## config.mk

```make
export PLATFORM = sky130hd
export DESIGN_NAME = paged_serial_register_port
export DESIGN_NICKNAME = d
export VERILOG_FILES = /design/src/core/paged_serial_pkg.sv /design/src/core/paged_serial_register_port.sv
export SDC_FILE = /design/constraint.sdc
export NUM_CORES = 2
export LEC_CHECK = 0
export BUFFER_PORTS_ARGS = -buffer_cell sky130_fd_sc_hd__buf_2
export CAP_MARGIN = 20
export CORE_UTILIZATION = 30
export DETAILED_ROUTE_END_ITERATION = 6
export PLACE_DENSITY = 0.41
export SYNTH_ARGS = -nofsm -noshare
export SYNTH_HDL_FRONTEND = slang
export SYNTH_SLANG_ARGS = --single-unit
```

## constraint.sdc

```tcl
create_clock -name clk_in -period 4.7 [get_ports clk_in]
set_input_delay 0.705 -clock clk_in [delete_from_list [all_inputs] [get_ports clk_in]]
set_output_delay 0.705 -clock clk_in [all_outputs]
set_load 0.1 [all_outputs]
```

## src/core/paged_serial_pkg.sv

```systemverilog
/*
  Constants and types for the paged serial register port.
  Assumes one 100 MHz system clock and a host-driven serial clock sampled by it.
*/
`default_nettype none

package paged_serial_pkg;

  localparam int          ADDR_W        = 5;       // Register address width within a page
  localparam int          NUM_PAGES     = 3;       // Number of register pages
  localparam int          REGS_PER_PAGE = 32;      // Registers per page, last one is the page register
  localparam logic [4:0]  PAGE_REG_ADDR = 5'h1F;   // Page register position in every page
  localparam logic [7:0]  PAGE_CODE_0   = 8'h00;   // First page number
  localparam logic [7:0]  PAGE_CODE_1   = 8'h01;   // Second page number
  localparam logic [7:0]  PAGE_CODE_TEN = 8'h0A;   // Third page number
  localparam logic [1:0]  PAGE_IDX_0    = 2'h0;    // Storage index of the first page
  localparam logic [1:0]  PAGE_IDX_1    = 2'h1;    // Storage index of the second page
  localparam logic [1:0]  PAGE_IDX_TEN  = 2'h2;    // Storage index of the third page
  localparam logic [7:0]  REG_RESET     = 8'h00;   // Reset value of every stored register
  localparam logic [2:0]  BYTE_LAST_BIT = 3'h7;    // Bit counter value of a byte's last bit
  localparam logic [2:0]  ONE_BYTE      = 3'h1;    // Last data byte of a burst
  localparam logic        RW_WRITE      = 1'b0;    // Read/write flag value for a write
  localparam logic        RW_READ       = 1'b1;    // Read/write flag value for a read

  // Instruction byte, most significant bit first on the wire
  typedef struct packed {
    logic       rw;          // 0 write, 1 read
    logic [1:0] byte_count;  // byte_count_hi, byte_count_lo: data bytes minus one
    logic [4:0] addr;        // First register of the burst
  } instr_t;

  // Serial pins as seen through the synchroniser
  typedef struct packed {
    logic sclk;              // Host serial clock
    logic select_n;          // Frame select, active low
    logic sdio;              // Serial data in
  } pins_t;

  typedef enum logic [1:0] {
    ST_IDLE,
    ST_INSTR,
    ST_DATA,
    ST_DONE
  } port_state_t;

endpackage

`default_nettype wire

```

## src/core/paged_serial_register_port.sv

```systemverilog
/*
  Serial register port with three pages of 32 registers, 3-wire or 4-wire.
  Assumes the host owns the serial clock and select; the serial pins are sampled
  by clk_in through two flip-flops, so the serial clock must stay well below
  a quarter of clk_in.
*/
// What this block does
// - 3-wire: shared pin carries both directions
// - 4-wire: shared pin input, separate output pin
// - One select frame holds 2 to 5 bytes
// - Flag 0 writes, flag 1 reads
// - Count codes 00..11 mean 1..4 data bytes
// - Five address bits name first register
// - Further bytes go to lower addresses
// - Three pages of 32 registers each
// - Last register holds page, writes of page 00, 01 or 0A switch it
// - Arrangement comes from the four_wire_in pin, there is no mode register
`default_nettype none

module paged_serial_register_port
  import paged_serial_pkg::*;
(
  input  wire logic       clk_in,                // System clock, 100 MHz
  input  wire logic       resetn_in,             // Synchronous reset, active low
  input  wire logic       sclk_in,               // Host serial clock pin
  input  wire logic       serial_select_n_in,    // Frame select pin, active low
  input  wire logic       sdio_in,               // Shared data pin, input side
  input  wire logic       four_wire_in,          // 1 selects the 4-wire arrangement
  input  wire logic [1:0] cfg_page_in,           // Local read port page index
  input  wire logic [4:0] cfg_addr_in,           // Local read port address
  output logic            sdio_out,              // Shared data pin, output side
  output logic            sdio_oe_n_out,         // Shared pin enable, low drives
  output logic            serial_data_out,       // Separate read data pin
  output logic            serial_data_oe_n_out,  // Separate pin enable, low drives
  output logic [7:0]      page_out,              // Active page number
  output logic [7:0]      cfg_data_out,          // Local read port data
  output logic            wr_strobe_out          // Pulse when a register is written
);

  // Synchroniser stages; stage one is read only by stage two
  pins_t s1_r, s2_r, s3_r;
  pins_t s1_nxt, s2_nxt, s3_nxt;

  // Port state
  port_state_t state_r, state_nxt;              // Frame sequencer
  instr_t      instr_r, instr_nxt;              // Captured instruction
  logic [2:0]  bit_cnt_r, bit_cnt_nxt;          // Bit within current byte
  logic [2:0]  bytes_left_r, bytes_left_nxt;    // Data bytes still to go
  logic [4:0]  addr_r, addr_nxt;                // Register of current byte
  logic [7:0]  shift_in_r, shift_in_nxt;        // Incoming bits
  logic [7:0]  shift_out_r, shift_out_nxt;      // Outgoing read byte
  logic        out_bit_r, out_bit_nxt;          // Bit on the wire
  logic        drive_r, drive_nxt;              // Read data is being driven
  logic        wr_r, wr_nxt;                    // Write strobe
  logic [7:0]  page_r, page_nxt;                // Active page number
  logic [7:0]  cfg_r, cfg_nxt;                  // Local read data
  logic [7:0]  regs_r   [NUM_PAGES][REGS_PER_PAGE-1];  // Stored registers
  logic [7:0]  regs_nxt [NUM_PAGES][REGS_PER_PAGE-1];

  logic        sclk_rise;                       // Serial clock rising edge
  logic        sclk_fall;                       // Serial clock falling edge
  logic [7:0]  byte_in;                         // Byte completed on this edge

  // Page number to storage index
  function automatic logic [1:0] page_idx(input logic [7:0] code);
    logic [1:0] idx;
    idx = PAGE_IDX_0;
    if (code == PAGE_CODE_1)
      idx = PAGE_IDX_1;
    else if (code == PAGE_CODE_TEN)
      idx = PAGE_IDX_TEN;
    return idx;
  endfunction

  // Register read in a page; the page register reads the same in every page
  function automatic logic [7:0] read_reg(input logic [1:0] idx, input logic [4:0] a);
    logic [7:0] v;
    v = REG_RESET;
    if (a == PAGE_REG_ADDR)
      v = page_r;
    else if (idx < 2'(NUM_PAGES))
      v = regs_r[idx][a];
    return v;
  endfunction

  // Pin synchroniser, next values
  always_comb
  begin
    s1_nxt = '{sclk: sclk_in, select_n: serial_select_n_in, sdio: sdio_in};
    s2_nxt = s1_r;
    s3_nxt = s2_r;
  end

  // Pin synchroniser; idle values keep the frame closed out of reset
  always_ff @(posedge clk_in)
  begin
    if (!resetn_in)
    begin
      s1_r <= '{sclk: 1'b0, select_n: 1'b1, sdio: 1'b0};
      s2_r <= '{sclk: 1'b0, select_n: 1'b1, sdio: 1'b0};
      s3_r <= '{sclk: 1'b0, select_n: 1'b1, sdio: 1'b0};
    end
    else
    begin
      s1_r <= s1_nxt;
      s2_r <= s2_nxt;
      s3_r <= s3_nxt;
    end
  end

  // Edges of the host clock, only inside a frame
  assign sclk_rise = !s2_r.select_n && s2_r.sclk && !s3_r.sclk;
  assign sclk_fall = !s2_r.select_n && !s2_r.sclk && s3_r.sclk;
  assign byte_in   = {shift_in_r[6:0], s2_r.sdio};  // MSB first

  // Frame sequencer and register file, next values
  always_comb
  begin
    state_nxt      = state_r;
    instr_nxt      = instr_r;
    bit_cnt_nxt    = bit_cnt_r;
    bytes_left_nxt = bytes_left_r;
    addr_nxt       = addr_r;
    shift_in_nxt   = shift_in_r;
    shift_out_nxt  = shift_out_r;
    out_bit_nxt    = out_bit_r;
    drive_nxt      = drive_r;
    wr_nxt         = 1'b0;
    page_nxt       = page_r;
    regs_nxt       = regs_r;
    cfg_nxt        = read_reg(cfg_page_in, cfg_addr_in);
    if (s2_r.select_n)
    begin
      // Frame closed: release the line and forget partial bytes
      state_nxt   = ST_IDLE;
      bit_cnt_nxt = '0;
      drive_nxt   = 1'b0;
    end
    else if (sclk_rise)
    begin
      // Data in is taken on the rising edge
      shift_in_nxt = byte_in;
      bit_cnt_nxt  = bit_cnt_r + 3'h1;
      case (state_r)
        ST_IDLE, ST_INSTR:
        begin
          state_nxt = ST_INSTR;
          if (bit_cnt_r == BYTE_LAST_BIT)
          begin
            instr_nxt      = instr_t'(byte_in);
            addr_nxt       = byte_in[ADDR_W-1:0];
            bytes_left_nxt = {1'b0, byte_in[6:5]} + ONE_BYTE;
            state_nxt      = ST_DATA;
            if (byte_in[7] == RW_READ)
              shift_out_nxt = read_reg(page_idx(page_r), byte_in[ADDR_W-1:0]);
          end
        end
        ST_DATA:
        begin
          if (bit_cnt_r == BYTE_LAST_BIT)
          begin
            if (instr_r.rw == RW_WRITE)
            begin
              wr_nxt = 1'b1;
              if (addr_r == PAGE_REG_ADDR)
              begin
                // Unknown page numbers are dropped so the page stays valid
                if (byte_in == PAGE_CODE_0 || byte_in == PAGE_CODE_1 ||
                    byte_in == PAGE_CODE_TEN)
                  page_nxt = byte_in;
              end
              else
                regs_nxt[page_idx(page_r)][addr_r] = byte_in;
            end
            addr_nxt       = addr_r - 5'h01;
            bytes_left_nxt = bytes_left_r - ONE_BYTE;
            if (bytes_left_r == ONE_BYTE)
              state_nxt = ST_DONE;
            else if (instr_r.rw == RW_READ)
              shift_out_nxt = read_reg(page_idx(page_r), addr_r - 5'h01);
          end
        end
        default:
        begin
          // Bytes past the count are ignored
          state_nxt = ST_DONE;
        end
      endcase
    end
    else if (sclk_fall && state_r == ST_DATA && instr_r.rw == RW_READ)
    begin
      // Read data changes on the falling edge, MSB first
      out_bit_nxt   = shift_out_r[7];
      shift_out_nxt = {shift_out_r[6:0], 1'b0};
      drive_nxt     = 1'b1;
    end
  end

  // Frame sequencer and register file
  always_ff @(posedge clk_in)
  begin
    if (!resetn_in)
    begin
      state_r      <= ST_IDLE;
      instr_r      <= '0;
      bit_cnt_r    <= '0;
      bytes_left_r <= '0;
      addr_r       <= '0;
      shift_in_r   <= '0;
      shift_out_r  <= '0;
      out_bit_r    <= 1'b0;
      drive_r      <= 1'b0;
      wr_r         <= 1'b0;
      page_r       <= PAGE_CODE_0;
      cfg_r        <= REG_RESET;
      for (int p = 0; p < NUM_PAGES; p++)
        for (int a = 0; a < REGS_PER_PAGE - 1; a++)
          regs_r[p][a] <= REG_RESET;
    end
    else
    begin
      state_r      <= state_nxt;
      instr_r      <= instr_nxt;
      bit_cnt_r    <= bit_cnt_nxt;
      bytes_left_r <= bytes_left_nxt;
      addr_r       <= addr_nxt;
      shift_in_r   <= shift_in_nxt;
      shift_out_r  <= shift_out_nxt;
      out_bit_r    <= out_bit_nxt;
      drive_r      <= drive_nxt;
      wr_r         <= wr_nxt;
      page_r       <= page_nxt;
      cfg_r        <= cfg_nxt;
      regs_r       <= regs_nxt;
    end
  end

  // Pin steering: one data pin per arrangement, enables active low
  assign sdio_out             = out_bit_r;
  assign sdio_oe_n_out        = !(drive_r && !four_wire_in);
  assign serial_data_out      = out_bit_r;
  assign serial_data_oe_n_out = !(drive_r && four_wire_in);
  assign page_out             = page_r;
  assign cfg_data_out         = cfg_r;
  assign wr_strobe_out        = wr_r;
endmodule

`default_nettype wire

```

### Word-level counts from Yosys, hierarchy flattened

Cells that the tools add are included.

* add/sub/neg operators: 4
* order comparisons: 13
* equal/unequal tests: 21
* mux-type cells: 67
* bitwise logic cells: 15
* reduce and logical (&&, ||, !) cells: 34

Operators by type and width (number)
* $mux 248: 7
* $bmux 248 s2: 3
* $bwmux 744: 1
* $demux 248 s2: 1
* $mux 8: 20
* $bmux 8 s5: 3
* $mux 2: 22
* $demux 8 s5: 1
* $ge 6x6->1 const B: 4
* $not 5->6: 4
* $eq 5x5->1 const B: 4
* $eq 8x1->1 const B: 2
* $eq 8x4->1 const B: 2
* $pmux 8 s2: 1
* $ne 3x3->1 const B: 5
* $ge 3x3->1 const B: 4
* $not 2->3: 4
* $logic_and 1x1->1: 10
* $mux 5: 2
* $pmux 5 s2: 1
* $logic_not 8->1: 1
* $reduce_and 8->1: 1
* $not 1->1: 7
* $reduce_and 7->1: 1
* 28 further kinds: 43

* register bits: 799
* input bits: 13
* output and inout port bits: 21
* logic and storage cells: 266

### Depth between registers and ports, before layout

* word-level depth: 23
* gate-level depth with buffers: 14
* mapped depth without buffers: 10

### Least setup slack after synthesis

OpenSTA, ideal clock, no wires.

* kind: register to register
* start point: register page_r[0], in the netlist page_out[0]
* end point: register shift_out_r[4]
* library setup time: 122 ps
* data arrival time: 3213 ps
* data required time: 4578 ps
* path slack: 1366 ps
* stages on the path, launching flop included: 12
* cells stage by stage: dfxtp_1 or3b_1 buf_2 buf_6 buf_6 o22a_1 o22ai_2 nor3_1 a2111o_1 nor4_1 a21oi_1 o311a_1

* word-level cells in the longest chain between the ends: 23

RTL lines
* start, declared: RTL line paged_serial_register_port.sv:55 `logic [7:0] page_r, page_nxt;`
* start signal, assigned: RTL line paged_serial_register_port.sv:232 `page_r <= page_nxt;`
* $eq 8x4->1: RTL line paged_serial_register_port.sv:70 `else if (code == PAGE_CODE_TEN)`
* $mux 2: RTL line paged_serial_register_port.sv:70
* $mux 2 *: RTL line paged_serial_register_port.sv:68 `if (code == PAGE_CODE_1)`
* $mux 2: RTL line paged_serial_register_port.sv:179 `else if (instr_r.rw == RW_READ)`
* $mux 2: RTL line paged_serial_register_port.sv:177 `if (bytes_left_r == ONE_BYTE)`
* $mux 2: RTL line paged_serial_register_port.sv:160 `if (bit_cnt_r == BYTE_LAST_BIT)`
* $mux 2: RTL line paged_serial_register_port.sv:144 `case (state_r)`
* $mux 2: RTL line paged_serial_register_port.sv:139 `else if (sclk_rise)`
* (+6 left out)
* $mux 8 (implied by the code) (2 in series): RTL line paged_serial_register_port.sv:82 `v = regs_r[idx][a];`
* $mux 8: RTL line paged_serial_register_port.sv:81 `else if (idx < 2'(NUM_PAGES))`
* $mux 8: RTL line paged_serial_register_port.sv:79 `if (a == PAGE_REG_ADDR)`
* $mux 8: RTL line paged_serial_register_port.sv:179
* $mux 8: RTL line paged_serial_register_port.sv:177
* $mux 8: RTL line paged_serial_register_port.sv:160
* $pmux 8 s2 *: RTL line paged_serial_register_port.sv:144
* $mux 8 *: RTL line paged_serial_register_port.sv:139
* end signal, assigned: RTL line paged_serial_register_port.sv:228 `shift_out_r <= shift_out_nxt;`
* end, declared: RTL line paged_serial_register_port.sv:51 `logic [7:0] shift_out_r, shift_out_nxt;`

Every way passes the cells marked *; elsewhere a longest branch is shown, timed or not. The select of a mux whose other input is x is not followed.
A chain may end at the register's enable or synchronous reset.

### Worst setup path after layout

* start point: register page_r[1], in the netlist page_out[1]
* end point: register shift_out_r[4]

Same word-level chain as after synthesis.

==> impl_metrics.toml <==
[sta]
tightestPinTransition_ps = 1190
setup_slack_ps = 303
finalSetupViolCount = 0
final_max_slew_viol_count = 0
period_share = 0.936
clock_skew_ps = 30.1
hold_violations = 0
finalSetupTns_ps = 0
fmax_ghz = 0.227
min_period_ps = 4400
slew_headroom = 0.196
rsz0062_at_grt = "false"

[clock_network]
cts_buffers = 99
cts_num_sinks = 799
path_clk_slew_ps = 70
clockRootBuffer = "clkbuf_16"
clk_path_buf_depth = 3
post_cts_buffers = 0
clk_latency_ps = 740
cts_tree = "yes"
h-tree-depth = 3
ctsHoldBuffers = 0
post_cts_resized = 0

[cells_and_area]
syn_to_final_growth_pct = 13.9
fin_nets = 5354
drive_above_1_share = 0.112
fillers = 16100

[die]
fp.dieW_um = 393
die_h_um = 393
dieArea_um2 = 154000
core-area_um2 = 152000
start_util = 0.302
ios = 34
num_rows = 143

[synth]
synthArstFlopShare = 0
ys_warn_count = 0
synth_edf_count = 0
post-synth-top-count-cell = "dfxtp_1"
synth_cells = 5481
synth.distinct_cells = 93
ys_ff_latch = 799
syn_area_um2 = 45800
post-synth-top-area-cell = "dfxtp_1"
synth_ff_type = "dfxtp_1"
synth_area_leaders = "dfxtp_1 35%, mux2i_1 11%, nor2b_1 6.7%, o22ai_1 6.3%, a21boi_0 4.4%"
synth.net_count = 5504
synth_area_per_cell_um2 = 8.36
synth_top_area_share = 0.349
synthTopCellsByCount = "799 x dfxtp_1, 492 x mux2i_1, 491 x nor2b_1, 459 x o22ai_1, 458 x nand2_1"
seq_area_frac_synth = 0.349

[place]
port_buffers = 33
dpl.hpwl_um = 167000
pre_cts_ws_ps = 377
gp_congestion = 0.997

[critical_path]
crit_path_end_kind = "flip-flop"
path_class = "flip-flop to flip-flop"
crit_path_max_fanout = 91
start_kind = "flip-flop"
arrival_ps = 5020
crit_required_ps = 5320

[global_routing]
antenna_found_initial = 8
grt_pass1_vias = 42300
grt-ovfl-total = 0
grt_max_degree = 246
grt_use_total = 0.306
grt_pass1_wl_um = 340000

[detailed_routing]
routed_wl_um = 242000
drt-initial-drc-count = 5131
viasPerCell = 6.06
drc = 0
wl_per_cell_um = 32.6
num_vias = 45100
firstDrtPassIters = 6
antenna_left = 0

[status]
status = "completed"

[job]
max_cap_viol_count = 0

[min_path]
hold_path.class = "input port to flip-flop"

[pwr]
worst_ir_drop_vdd_mv = 0.248
p_leak_nw = 17.6
pwr_density_cell_nw_per_um2 = 306
[cells in the final DEF, fill, tap and decap left out, types with 56 or more instances in the layout]
cell / n
nor2b_1: 491
nand2_1: 455
mux2i_1: 492
o221ai_1: 62
clkbuf_16: 101
o21ai_0: 383
o22ai_1: 459
a21boi_0: 270
o22a_1: 143
dfxtp_1: 791
or3_1: 96
nand3_1: 57
o31ai_1: 56
nor2_1: 326
a21oi_1: 95
buf_4: 254
[flip-flops by register name (all words and copies together) (netlist names)]
name           flops
s2_r               2
addr_r             5
bit_cnt_r          3
byte_in            1
wr_strobe_out      1
page_out           8
drive_r            1
bytes_left_r       3
sdio_out           1
shift_in_r         7
s1_r               3
shift_out_r        8
cfg_data_out       8
s3_r               1
regs_r           744
instr_r            1
state_r            2
[path summary, 6_finish.rpt]
| kind | cells after the start | endpoint | slack (ps) | startpoint |
|---|---|---|---|---|
| worst min-delay path | 2 | s1_r[1] | 170 | serial_select_n_in |
| worst max register to register | 8 | shift_out_r[4] | 300 | page_out[1] |
| worst max-delay path | 8 | shift_out_r[4] | 300 | page_out[1] |
| worst min register to register | 1 | s2_r[1] | 410 | s1_r[1] |
[worst max-delay path: stages, from the launching register on]
cell	delay, ps
dfxtp_1	550
or3b_4	530
a211oi_4	160
buf_12	230
o21ai_0	1040
o32ai_1	320
nor4_1	740
a21oi_1	170
o311a_1	370
[power breakdown]
group / total [mW] / switching, mW / internal, mW
sequential: 6.79 / 0.0155 / 6.78
clock: 8.18 / 3.38 / 4.80
combinational: 0.988 / 0.678 / 0.310
total: 16.0 / 4.08 / 11.9
[through the flow]
step | hold slack, ps | area, um^2 | utilization | cells | total power [mW]
after global placement | 393 | 48800 | 0.321 | 7257 | 7.91
after global routing | 165 | 52200 | 0.344 | 7441 | 16.4
after detailed placement | 395 | 48800 | 0.321 | 7258 | 7.90
final | 171 | 52200 | 0.344 | 7443 | 16.0
after floorplan | 386 | 45800 | - | 5481 | 7.49
after CTS | 126 | 52200 | 0.344 | 7438 | 16.1
[per-layer routing]
metal  up-vias  part of all wire  global-route usage
met3       482             0.064              0.0441
met4         7             0.055               0.147
met5         -           0.00031                   0
met1     22700              0.43               0.408
met2      1876              0.45               0.483
li1      20000                 -                   -
[area by class of cell]
class / instances / area (um^2) / share of cell area
Antenna cell: 3 / 7.51 / 0.000144
Clock buffer: 138 / 2860 / 0.0547
Sequential cell: 799 / 16000 / 0.307
Inverter: 33 / 139 / 0.00266
Timing Repair Buffer: 317 / 2680 / 0.0513
Multi-Input combinational cell: 4081 / 27400 / 0.525
Tap cell: 2030 / 2540 / 0.0487
Clock inverter: 42 / 538 / 0.0103
[kinds of logic after synthesis]
family | count (synthesis) | share of synthesized area
compound gates | 1887 | 0.285
simple gates | 1643 | 0.181
flops | 799 | 0.349
buf+inv | 601 | 0.0548
mux | 535 | 0.126
fa+ha+maj | 10 | 0.00273
xor+xnor | 6 | 0.00115
No activity file was read; power rests on OpenSTA's default activity.
